**src/rtl/fpp_pkg.sv**
```systemverilog
// Purpose: constants for the fuse prom programmer and reader (host side)
// Assumes: 20 MHz clock, one device of 256 x 4 behind the pins
// Notes: analog levels are outside the logic; pins are logic-level stand-ins
package fpp_pkg;
	localparam int ADDR_W = 8;
	localparam int DATA_W = 4;
	localparam int BIT_W = 2;
	localparam int CLK_PERIOD_NS = 50;
	localparam int SETUP_NS = 20;
	localparam int SETUP_CYC = (SETUP_NS + CLK_PERIOD_NS - 1) / CLK_PERIOD_NS;
	localparam int PULSE_US = 100;
	localparam int PULSE_CYC = (PULSE_US * 1000) / CLK_PERIOD_NS;
	localparam int SETTLE_US = 1;
	localparam int SETTLE_CYC = (SETTLE_US * 1000) / CLK_PERIOD_NS;
	localparam int ACS_NS = 8;
	localparam int READ_CYC = (ACS_NS + 20 + CLK_PERIOD_NS - 1) / CLK_PERIOD_NS;
	localparam int MAX_TRIES = 8;
	localparam int CNT_W = 16;
	localparam int TRY_W = 4;
	typedef enum logic [8:0] {
		ST_IDLE = 9'h001,
		ST_ADDR = 9'h002,
		ST_SUPPLY = 9'h004,
		ST_DRIVE = 9'h008,
		ST_PULSE = 9'h010,
		ST_DROP = 9'h020,
		ST_VERIFY = 9'h040,
		ST_READ = 9'h080,
		ST_DONE = 9'h100
	} fpp_state_type;
endpackage

```
**src/rtl/fpp_host.sv**
```systemverilog
// Purpose: host controller that reads a 256 x 4 fuse prom and programs bits
// Assumes: pulse_cyc default is 100 us at 20 MHz; shorten it in simulation
// Notes: one request at a time; busy stays high until done pulses
module fpp_host
	import fpp_pkg::*;
#(
	parameter int PULSE_CYCLES = PULSE_CYC
) (
	// clock and reset
	input wire logic clock,
	input wire logic rst_b,
	// user requests
	input wire logic rd_req,
	input wire logic prog_req,
	input wire logic [fpp_pkg::ADDR_W-1:0] req_addr,
	input wire logic [fpp_pkg::BIT_W-1:0] req_bit,
	output logic busy,
	output logic done,
	output logic fail,
	output logic [fpp_pkg::DATA_W-1:0] rd_data,
	output logic [fpp_pkg::TRY_W-1:0] tries,
	// device pins
	output logic [fpp_pkg::ADDR_W-1:0] word_address,
	output logic select_b,
	output logic select_pull,
	output logic program_supply,
	output logic [fpp_pkg::DATA_W-1:0] word_out_o,
	output logic [fpp_pkg::DATA_W-1:0] word_out_oe,
	input wire logic [fpp_pkg::DATA_W-1:0] word_out_i
);
	import fpp_pkg::*;

	// pulse_width_a needs eight cycles of pulse; the counter caps the top end
	if (PULSE_CYCLES < 8 || PULSE_CYCLES >= (1 << CNT_W)) begin : g_bad_pulse
		$error("pulse cycles out of range");
	end

	// ----------------------------------------
	// state
	// ----------------------------------------
	typedef struct packed {
		fpp_state_type st;
		logic [CNT_W-1:0] cnt;
		logic [TRY_W-1:0] tries;
		logic prog;
		logic [BIT_W-1:0] bsel;
		logic busy;
		logic done;
		logic fail;
		logic [DATA_W-1:0] rd_data;
		logic [ADDR_W-1:0] addr;
		logic select_b;
		logic select_pull;
		logic supply;
		logic [DATA_W-1:0] out_oe;
	} fpp_regs_type;

	fpp_regs_type r_ff, nxt_r;
	logic [DATA_W-1:0] sense;

	fpp_sync #(.W(DATA_W)) u_sync (
		.clock(clock),
		.rst_b(rst_b),
		.d(word_out_i),
		.q(sense)
	);

	function automatic logic [DATA_W-1:0] bit_onehot(input logic [BIT_W-1:0] b);
		bit_onehot = DATA_W'(1) << b;
	endfunction

	always_comb begin
		nxt_r = r_ff;
		nxt_r.done = 1'b0;
		case (r_ff.st)
			ST_IDLE: begin
				if (rd_req || prog_req) begin
					nxt_r.prog = prog_req && !rd_req;
					nxt_r.addr = req_addr;
					nxt_r.bsel = req_bit;
					nxt_r.tries = '0;
					nxt_r.busy = 1'b1;
					nxt_r.fail = 1'b0;
					nxt_r.select_b = 1'b1;
					nxt_r.cnt = '0;
					nxt_r.st = (prog_req && !rd_req) ? ST_ADDR : ST_READ;
					if (!(prog_req && !rd_req))
						nxt_r.select_b = 1'b0;
				end
			end
			ST_ADDR: begin
				// address held a full setup before the supply rises
				if (r_ff.cnt >= CNT_W'(SETUP_CYC)) begin
					nxt_r.supply = 1'b1;
					nxt_r.cnt = '0;
					nxt_r.st = ST_SUPPLY;
				end else
					nxt_r.cnt = r_ff.cnt + 1'b1;
			end
			ST_SUPPLY: begin
				if (r_ff.cnt >= CNT_W'(SETTLE_CYC)) begin
					nxt_r.out_oe = bit_onehot(r_ff.bsel);
					nxt_r.cnt = '0;
					nxt_r.st = ST_DRIVE;
				end else
					nxt_r.cnt = r_ff.cnt + 1'b1;
			end
			ST_DRIVE: begin
				if (r_ff.cnt >= CNT_W'(SETTLE_CYC)) begin
					nxt_r.select_pull = 1'b1;
					nxt_r.tries = r_ff.tries + 1'b1;
					nxt_r.cnt = '0;
					nxt_r.st = ST_PULSE;
				end else
					nxt_r.cnt = r_ff.cnt + 1'b1;
			end
			ST_PULSE: begin
				if (r_ff.cnt >= CNT_W'(PULSE_CYCLES - 1)) begin
					nxt_r.select_pull = 1'b0;
					nxt_r.cnt = '0;
					nxt_r.st = ST_DROP;
				end else
					nxt_r.cnt = r_ff.cnt + 1'b1;
			end
			ST_DROP: begin
				// staged release: output first, then the supply, then select_b goes low for verify
				nxt_r.cnt = r_ff.cnt + 1'b1;
				if (r_ff.cnt == CNT_W'(SETTLE_CYC))
					nxt_r.out_oe = '0;
				if (r_ff.cnt == CNT_W'(2 * SETTLE_CYC))
					nxt_r.supply = 1'b0;
				if (r_ff.cnt >= CNT_W'(3 * SETTLE_CYC)) begin
					nxt_r.select_b = 1'b0;
					nxt_r.cnt = '0;
					nxt_r.st = ST_VERIFY;
				end
			end
			ST_VERIFY: begin
				// wait covers access time plus the two sync flops
				if (r_ff.cnt >= CNT_W'(READ_CYC + 2)) begin
					nxt_r.select_b = 1'b1;
					nxt_r.cnt = '0;
					if (!sense[r_ff.bsel]) begin
						nxt_r.st = ST_DONE;
					end else if (r_ff.tries >= TRY_W'(MAX_TRIES)) begin
						nxt_r.fail = 1'b1;
						nxt_r.st = ST_DONE;
					end else
						nxt_r.st = ST_ADDR;
				end else
					nxt_r.cnt = r_ff.cnt + 1'b1;
			end
			ST_READ: begin
				if (r_ff.cnt >= CNT_W'(READ_CYC + 2)) begin
					nxt_r.rd_data = sense;
					nxt_r.select_b = 1'b1;
					nxt_r.cnt = '0;
					nxt_r.st = ST_DONE;
				end else
					nxt_r.cnt = r_ff.cnt + 1'b1;
			end
			ST_DONE: begin
				nxt_r.busy = 1'b0;
				nxt_r.done = 1'b1;
				nxt_r.st = ST_IDLE;
			end
			default: begin
				nxt_r.st = ST_IDLE;
				nxt_r.select_b = 1'b1;
				nxt_r.select_pull = 1'b0;
				nxt_r.supply = 1'b0;
				nxt_r.out_oe = '0;
				nxt_r.busy = 1'b0;
			end
		endcase
	end

	always_ff @(posedge clock or negedge rst_b) begin
		if (!rst_b) begin
			r_ff <= '{st: ST_IDLE, select_b: 1'b1, default: '0};
		end else begin
			r_ff <= nxt_r;
		end
	end

	// ----------------------------------------
	// outputs
	// ----------------------------------------
	assign busy = r_ff.busy;
	assign done = r_ff.done;
	assign fail = r_ff.fail;
	assign rd_data = r_ff.rd_data;
	assign tries = r_ff.tries;
	assign word_address = r_ff.addr;
	assign select_b = r_ff.select_b;
	assign select_pull = r_ff.select_pull;
	assign program_supply = r_ff.supply;
	assign word_out_o = r_ff.out_oe;
	assign word_out_oe = r_ff.out_oe;
endmodule

```
**src/rtl/fpp_sync.sv**
```systemverilog
// Purpose: two-flop synchroniser for pin inputs
// Assumes: input changes asynchronously to clock
// Notes: first stage read only by the second
module fpp_sync #(
	parameter int W = 4
) (
	// clock and reset
	input wire logic clock,
	input wire logic rst_b,
	// data
	input wire logic [W-1:0] d,
	output logic [W-1:0] q
);
	logic [W-1:0] meta_ff;
	always_ff @(posedge clock or negedge rst_b) begin
		if (!rst_b) begin
			meta_ff <= '0;
			q <= '0;
		end else begin
			meta_ff <= d;
			q <= meta_ff;
		end
	end
endmodule

```
**config.mk**
```make
export PLATFORM = sky130hd
export DESIGN_NAME = fpp_host
export DESIGN_NICKNAME = d
export VERILOG_FILES = /design/src/rtl/fpp_pkg.sv /design/src/rtl/fpp_host.sv /design/src/rtl/fpp_sync.sv
export SDC_FILE = /design/constraint.sdc
export NUM_CORES = 1
export LEC_CHECK = 0
export BUFFER_PORTS_ARGS = -buffer_cell sky130_fd_sc_hd__buf_2
export CAP_MARGIN = 20
export CELL_PAD_IN_SITES_DETAIL_PLACEMENT = 0
export CELL_PAD_IN_SITES_GLOBAL_PLACEMENT = 1
export CORE_MARGIN = 3
export CORE_UTILIZATION = 50
export CTS_BUF_LIST = sky130_fd_sc_hd__clkbuf_8
export CTS_CLUSTER_SIZE = 25
export DETAILED_ROUTE_END_ITERATION = 10
export PLACE_DENSITY_LB_ADDON = 0.1
export SYNTH_ARGS = -nofsm -noshare
export SYNTH_HDL_FRONTEND = slang
export SYNTH_SLANG_ARGS = --single-unit
```
**constraint.sdc**
```tcl
create_clock -name clock -period 5.2 [get_ports clock]
set_clock_uncertainty 0.2 [all_clocks]
set_input_delay 0.26 -clock clock [delete_from_list [all_inputs] [get_ports clock]]
set_output_delay 0.26 -clock clock [all_outputs]
set_load 0.03 [all_outputs]
```
==> results.yml, run 1 <==
synthesis:
  syn_area_mm2: 0.00351
  synth_fp_nets: 386
  netlist_instances: 362
  ys_types: 68
  ys_seq_elements: 61
  synth_edf_count: 0
  synth.avg_cell_area_um2: 9.70
  ys_seq_area_frac: 0.435
  ys_warn_count: 0
  synth_ff_type: "dfrtp_1"
  synth-async-reset-ratio: 1.00
setup_path:
  r2r_slack_ns: 1.93
  reg2reg_depth: 6
  r2r-start: "r_ff[36]"
  rr_endpoint: "r_ff[38]"
  cp-start-kind: "flip-flop"
  cp_max_fo: 21
  worstPathRequired_ns: 5.27
  end_kind: "flip-flop"
  criticalPathCategory: "flip-flop to flip-flop"
  arrival_ns: 3.34
detailed_routing:
  routedWlPerCell_um: 16.0
  drt_wl_total_um: 7840
  drt_first_pass_iters: 4
  drt_iter0_markers: 180
  ant_nets: 0
  via_count: 2733
  via_per_inst: 5.57
  drcViolationCount: 0
pwr:
  power.switching_w: 0.00112
  irDropWorstVdd_uv: 292
  seq_power_share: 0.318
  power_density_mw_per_mm2: 613
  p_sw_frac: 0.461
  combPwrFrac: 0.481
  power_frac_clock: 0.201
  intPower_w: 0.00131
  power.total_w: 0.00242
  leakage_nw: 1.87
placement:
  place_inst: 459
  dp_slack_ns: 1.96
  place.gp.congestion: 0.908
  dp_hpwl_um: 5540
  portBuffers: 47
final_layout:
  multi_input_area_mm2: 0.00163
  antenna_cells: 0
  drive_gt1_frac: 0.231
  register_area_mm2: 0.00153
  instances_no_fill: 491
  fillers: 575
  fin_nets: 417
  synthToLayoutAreaGrowth_pct: 12.5
sta:
  whs_ns: 0.149
  final_max_slew_viol_count: 0
  setup_tns_ns: 0
  rsz0062_at_grt: "no"
  clock.fmax_mhz: 306
  period_share: 0.628
  finalCriticalPeriod_ns: 3.27
  layout_setup_ws_ns: 1.93
  tightest_slew_ns: 0.960
  setup_viol: 0
  slew_headroom: 0.354
  finalHoldViolCount: 0
floorplan:
  rows: 29
  io-pin-count: 48
  die_y_um: 89.8
  core-area_mm2: 0.00657
  die-area_mm2: 0.00806
  die_w_um: 89.8
  initial_core_util: 0.535
global_route:
  grtUsageMet3: 0.0568
  grt_overflow_total: 0
  grt_usage: 0.205
  top_usage_layer: "met2"
  use_met2: 0.327
  use_met1: 0.265
  grt_max_degree: 62
  grt_pass1_vias: 2683
  antenna_found_initial: 0
  grt_pass1_wl_um: 13500
clock_tree:
  cts_buffers: 9
  post_cts_resize_count: 0
  cts-root-buf: "clkbuf_8"
  htree_levels: 3
  insertion_delay_ns: 0.35
  clk_pin_slew_ns: 0.08
  ctsLongestPathBuffers: 2
  cts_sinks: 61
  tritoncts: "done"
min_path:
  holdPathStages: 5
  hold_path_end: "r_ff[46]"
  hold_path.class: "input pin to flip-flop"
  min_from: "prog_req"
status:
  status: "finished, final reports clean"
run:
  maxCapViolCount: 0
-- metal layers --
layer / vias to the layer above / part of all wire
li1: 1332 / -
met4: 0 / 0.023
met1: 1307 / 0.44
met5: - / 0
met3: 20 / 0.060
met2: 74 / 0.47
-- timing repair --
item,in CTS,in global routing
setup buffers,0,0
hold buffers,16,0
endpoints found under the hold margin,74,0
-- placed cells by master, fill, tap and decap left out, types with 4 or more instances in the layout --
cell type	instances
mux2_1	5
and3_1	7
nand4_1	4
a21oi_1	14
nand2_1	53
a31oi_1	13
o21ai_1	4
o21a_1	4
clkbuf_8	9
nor2b_1	4
nor4_1	6
nand3_1	13
nand2b_1	4
o21ai_0	15
dfrtp_1	59
nor3_1	6
mux2_4	4
ha_1	6
buf_2	47
nor2_1	17
inv_1	10
dlygate4sd3_1	16
-- synth_stat cells, drive strengths merged (2+ instances only) --
master   instances  area, µm²
o31ai            2       15.0
and2             4       26.3
o41ai            2       17.5
and3             7       43.8
nor3b            3       22.5
a41oi            3       26.3
o21a             4       30.0
nand3           13       65.1
nand2b           4       25.0
or3              2       12.5
and4b            2       21.3
ha               6       75.1
xor2             3       26.3
dfstp            2       52.6
o2111ai          2       23.8
o21ai           20        104
xnor2            2       17.5
nor2            17       63.8
nand3b           3       22.5
nor4            11        126
dfrtp           59       1480
mux2            11        139
nand2           53        199
buf             38        285
or2              3       18.8
nor3             9       66.3
a21oi           15       78.8
a31oi           13       81.3
nor2b            4       25.0
inv             11       41.3
a22oi            2       15.0
or4              3       26.3
clkbuf           6       22.5
a211oi           3       22.5
nand4            5       46.3
-- power by group through the flow --
| stage | Combinational [W] | Clock, W | Sequential, W |
|---|---|---|---|
| after floorplan | 0.00108 | 0 | 0.000704 |
| after detailed placement | 0.00116 | 0 | 0.000777 |
| after CTS | 0.00117 | 0.000503 | 0.000768 |
| after global placement | 0.00115 | 0 | 0.000771 |
| after global routing | 0.00130 | 0.000520 | 0.000796 |
| final | 0.00116 | 0.000488 | 0.000769 |
-- sequential cells by signal, summed over array words and instances (netlist names) --
register / cells
done: 1
word_out_o: 4
busy: 1
program_supply: 1
u_sync.q: 4
u_sync.meta_ff: 4
fail: 1
word_address: 8
select_pull: 1
tries: 4
rd_data: 4
r_ff: 27
select_b: 1
-- area by class of cell --
| cell class | instances | area share |
|---|---|---|
| repair buffers | 64 | 0.102 |
| well taps | 93 | 0.0294 |
| inverters | 11 | 0.0104 |
| multi-input cells | 246 | 0.413 |
| clock buffers | 9 | 0.0313 |
| flip-flops and latches | 61 | 0.387 |
| clock inverters | 7 | 0.0266 |
-- critical path: stages, from the launching register on --
cell       delay, ns
dfrtp_1         0.44
or4_4           0.55
nor4_4          0.66
inv_1           0.15
o2111ai_2       0.75
o21ai_0         0.21
a31oi_1         0.21
-- per-stage QoR --
step / util / instance area (µm²)
floorplan: - / 3510
global placement: 0.542 / 3560
detailed placement: 0.542 / 3560
CTS: 0.602 / 3950
global route: 0.602 / 3950
finish: 0.602 / 3950
-- cell families (layout without fill, tap and decap cells) --
kind of cell,Yosys count,count (layout),share of synthesized area
and+or+nand+nor,149,149,0.248
AOI/OAI and AO/OA,73,73,0.134
DFF,61,61,0.435
buffers and inverters,55,91,0.0994
muxes,12,12,0.0460
adders and majority gates,7,7,0.0242
xor gates and xnor gates,5,5,0.0125
-- worst max path at each step --
stage / cells after the start / from / to / slack [ns]
2_1_floorplan: 8 / r_ff[35] / word_out_o[0] / 2.73
3_3_place_gp: 6 / r_ff[38] / r_ff[38] / 2.08
3_5_place_dp: 6 / r_ff[38] / r_ff[38] / 1.96
4_1_cts: 6 / r_ff[38] / r_ff[38] / 1.96
5_1_grt: 6 / r_ff[38] / r_ff[38] / 1.63
6_report: 6 / r_ff[36] / r_ff[38] / 1.93
No activity file was read; power rests on OpenSTA's default activity.
==> run 2: changes to the inputs <==
Settings changed: CORE_UTILIZATION 50 to 46.
Clock period 5.2 ns to 3.36 ns, I/O delays scaled along.
==> results.yml, run 2 (same netlist as run 1, synthesis figures left out) <==
global_route:
  grt_pass1_vias: 2664
  antenna_found_initial: 0
  grt_pass1_wl_um: 13300
  grt_usage: 0.195
  grt_max_degree: 42
  grt_overflow_total: 0
final_layout:
  final_common_cell: "dfrtp_1"
  synthToLayoutAreaGrowth_pct: 14.2
  antenna_cells: 0
  fin_nets: 428
  drive_gt1_frac: 0.252
  max_flop_register: "r_ff"
  largest_reg_flops: 27
  final_cell_mix: "dfrtp_1, nand2_1, buf_2, nor2_1, dlygate4sd3_1"
pwr:
  leakage_nw: 1.90
  power.total_w: 0.00379
  irDropWorstVdd_uv: 396
  power_density_mw_per_mm2: 945
detailed_routing:
  drt_iter0_markers: 160
  drcViolationCount: 0
  routedWlPerCell_um: 16.1
  via_per_inst: 5.47
  drt_first_pass_iters: 4
  drt_wl_total_um: 8170
  ant_nets: 0
  via_count: 2777
setup_path:
  cp-start-kind: "flip-flop"
  cpMaxStageDelayCell: "or4_4"
  worstPathRequired_ns: 3.42
  crit_chain: "or4_4, nor4_4, buf_4, nand4bb_1, o2111ai_2, buf_4, o21ai_0, a31oi_1"
  arrival_ns: 2.90
  r2r_slack_ns: 0.52
  end_kind: "flip-flop"
  cpMostUsedCell: "buf_4"
  slowest_delay_ns: 0.52
  cp_max_fo: 17
  criticalPathCategory: "flip-flop to flip-flop"
sta:
  rsz0062_at_grt: "no"
  period_share: 0.845
  slew_headroom: 0.377
  finalCriticalPeriod_ns: 2.84
  final_max_slew_viol_count: 0
  setup_tns_ns: 0
  setup_viol: 0
  whs_ns: 0.0824
  clock.fmax_mhz: 352
  tightest_slew_ns: 0.935
  finalHoldViolCount: 0
clock_tree:
  clk_pin_slew_ns: 0.08
  tritoncts: "done"
  cts-root-buf: "clkbuf_8"
  htree_levels: 3
  cts_buffers: 9
  insertion_delay_ns: 0.34
  cts_sinks: 61
  post-cts-setup-buffer-count: 0
  ctsLongestPathBuffers: 2
placement:
  place.gp.congestion: 0.934
  portBuffers: 47
  dp_hpwl_um: 5940
min_path:
  hold_path.class: "input pin to flip-flop"
run:
  maxCapViolCount: 0
floorplan:
  core-area_mm2: 0.00733
  die_y_um: 93.4
  die-area_mm2: 0.00872
  io-pin-count: 48
  initial_core_util: 0.479
  die_w_um: 93.4
  rows: 31
status:
  status: "finished, final reports clean"
[run 2: cell count changes in the layout (fill, tap and decap cells not counted), sizes merged]
cell and delta:
inv -3, buf +11, clkinvlp +3, clkinv +1
bufinv -1
[run 2: worst paths after layout]
kind | startpoint | to | cells after the start
worst max-delay path | r_ff[35] | r_ff[38] | 8
worst min-delay path | prog_req | busy | 4
worst max register to register | r_ff[35] | r_ff[38] | 8
worst min register to register | u_sync.meta_ff[3] | u_sync.q[3] | 0
max in group asynchronous | rst_b | r_ff[22] | 3
min in group asynchronous | rst_b | done | 2
[run 2: where the power goes]
group	switching, W	leakage [nW]	internal [W]
Clock	0.000320	0.0879	0.000343
Combinational	0.00120	1.01	0.000739
Sequential	0.000249	0.795	0.000935
Total	0.00177	1.90	0.00202
[run 2: per-stage QoR]
stage / util / instances / area [µm²] / setup WS [ns]
floorplan: - / 362 / 3510 / 0.892
global placement: 0.498 / 476 / 3650 / 0.577
detailed placement: 0.498 / 476 / 3650 / 0.544
CTS: 0.547 / 508 / 4010 / 0.518
global route: 0.547 / 508 / 4010 / 0.330
finish: 0.547 / 508 / 4010 / 0.521
[run 2: worst max-delay path: cells and delay by family, from the launching register on]
kind                   cells  cell delay (ns)
AO/OA/AOI/OAI              3             0.45
AND/OR/NAND/NOR            3             1.11
buffers and inverters      2             0.52
flip-flops                 1             0.47
[run 2: area by class of cell]
| type | instances | area [µm²] |
|---|---|---|
| Clock buffer | 9 | 124 |
| Multi-Input combinational cell | 246 | 1630 |
| Sequential cell | 61 | 1530 |
| Clock inverter | 7 | 73.8 |
| Tap cell | 99 | 124 |
| Timing Repair Buffer | 75 | 485 |
| Inverter | 11 | 41.3 |
| Fill cell | 680 | 3320 |
[run 2: what timing repair did]
item	CTS	global route
endpoints found under the setup margin	0	0
resized for setup	0	0
hold endpoints to repair	53	0
hold buffers	16	0
[run 2: per-layer routing]
metal | vias to the layer above | wire length (µm) | track usage
met4 | 0 | 187 | 0.0794
met3 | 20 | 314 | 0.0274
met1 | 1322 | 3800 | 0.265
met5 | - | 0 | 0
met2 | 76 | 3870 | 0.313
li1 | 1359 | - | -
==> run 3: changes to the inputs <==
Clock period 3.36 ns to 2.8 ns, I/O delays scaled along.
==> results.yml, run 3 (same netlist as run 1, synthesis figures left out) <==
status:
  status: "finished, final reports clean"
setup_path:
  worstPathBufferInverterCount: 0
  arrival_ns: 2.71
  cpMaxStageDelayCell: "or4_1"
  r2r-start: "r_ff[52]"
  slowest_delay_ns: 0.73
  r2r_slack_ns: 0.12
  worstPathRequired_ns: 2.83
  criticalPathCategory: "flip-flop to flip-flop"
  crit_chain: "or4_1, nor2_1, o21ai_1, a21oi_2, nand3_1, nor3_1"
  critPathTopFamily: "simple AND/OR/NAND/NOR gates"
  reg2reg_depth: 6
  cp-start-kind: "flip-flop"
  rr_endpoint: "r_ff[53]"
  end_kind: "flip-flop"
  cp_max_fo: 5
floorplan:
  die_w_um: 93.4
  io-pin-count: 48
  rows: 31
  die-area_mm2: 0.00872
  initial_core_util: 0.479
  die_y_um: 93.4
  core-area_mm2: 0.00733
final_layout:
  synthToLayoutAreaGrowth_pct: 18.4
  max_flop_register: "r_ff"
  fin_util: 0.567
  largest_reg_flops: 27
  drive_gt1_frac: 0.278
  final_cell_mix: "dfrtp_1, nand2_1, buf_2, buf_4, nor2_1"
  fin_nets: 443
  antenna_cells: 0
  final_common_cell: "dfrtp_1"
clock_tree:
  cts-root-buf: "clkbuf_8"
  cts_sinks: 61
  ctsLongestPathBuffers: 2
  cts_buffers: 9
  insertion_delay_ns: 0.34
  post-cts-setup-buffer-count: 0
  tritoncts: "done"
  htree_levels: 3
  clk_pin_slew_ns: 0.08
min_path:
  hold_path.class: "input pin to flip-flop"
  min_from: "prog_req"
  holdPathStages: 4
  hold_path_end: "busy"
detailed_routing:
  via_count: 2869
  via_per_inst: 5.49
  drt_iter0_markers: 155
  drcViolationCount: 0
  drt_first_pass_iters: 4
  routedWlPerCell_um: 16.3
  ant_nets: 0
  drt_wl_total_um: 8540
global_route:
  grt_usage: 0.210
  antenna_found_initial: 0
  grt_pass1_wl_um: 14200
  grt_overflow_total: 0
  grt_pass1_vias: 2795
  grt_max_degree: 39
run:
  maxCapViolCount: 0
sta:
  clock.fmax_mhz: 373
  slew_headroom: 0.631
  finalCriticalPeriod_ns: 2.68
  setup_tns_ns: 0
  period_share: 0.958
  final_max_slew_viol_count: 0
  finalHoldViolCount: 0
  rsz0062_at_grt: "no"
  setup_viol: 0
  tightest_slew_ns: 0.548
pwr:
  irDropWorstVdd_uv: 598
  leakage_nw: 2.00
  power_density_mw_per_mm2: 1140
placement:
  dp_hpwl_um: 6400
  portBuffers: 47
  place.gp.congestion: 0.926
## run 3: cell types whose count changed in the layout (fill, tap and decap cells not counted)
cell | before | now
a211oi_1 | 3 | 2
clkinv_2 | 1 | 2
clkinvlp_4 | 4 | 1
bufinv_16 | 1 | 2
a211oi_2 | 0 | 1
buf_12 | 0 | 1
inv_1 | 10 | 11
buf_4 | 12 | 26
## run 3: area by class of cell
type | instances | area [µm²]
sequential | 61 | 1530
clock inverter | 7 | 90.1
multi-input combinational | 246 | 1640
timing repair buffer | 90 | 611
tap | 99 | 124
fill | 685 | 3170
inverter | 11 | 41.3
clock buffer | 9 | 124
## run 3: worst min-delay path: cells and delay by family
family,cells,cell delay (ns)
compound gates,2,0.18
simple gates,1,0.14
buf+inv,1,0.10
## run 3: how the worst max path moves through the flow
| stage | start | to | slack [ns] | cells past startpoint |
|---|---|---|---|---|
| 3_5_place_dp | r_ff[36] | tries[3] | 0.21 | 7 |
| 4_1_cts | r_ff[52] | r_ff[53] | 0.17 | 6 |
| 2_1_floorplan | r_ff[35] | word_out_o[0] | 0.33 | 8 |
| 3_3_place_gp | r_ff[52] | r_ff[53] | 0.23 | 6 |
| 5_1_grt | r_ff[52] | r_ff[40] | 0.002 | 7 |
| 6_report | r_ff[52] | r_ff[53] | 0.12 | 6 |
## run 3: where the power goes
part / total, W / switching (W) / internal (W)
Clock: 0.000863 / 0.000365 / 0.000498
Sequential: 0.00139 / 0.000263 / 0.00112
Combinational: 0.00250 / 0.00151 / 0.000988
Total: 0.00475 / 0.00214 / 0.00261
## run 3: timing repair
action                                 CTS  global route
endpoints found under the hold margin   75             0
setup endpoints to repair                0             1
resized for setup                        0             1
hold buffers                            16             0
## run 3: through the flow
step	hold WS (ns)	setup slack, ns	cell area, µm²	instances	power (W)
6_report	0.0701	0.117	4160	523	0.00475
3_3_place_gp	-0.0400	0.226	3780	491	0.00386
4_1_cts	0.0500	0.170	4150	523	0.00477
3_5_place_dp	-0.0413	0.207	3780	491	0.00387
5_1_grt	0.0903	0.00222	4160	523	0.00509
2_1_floorplan	-0.356	0.332	3510	362	0.00331
## run 3: routing by layer
metal  GRT usage  vias to the layer above  share of wire
met2       0.338                       70           0.49
met1       0.279                     1396           0.45
met3      0.0346                       12          0.042
met5           0                        -              0
met4      0.0891                        0          0.018
li1            -                     1391              -
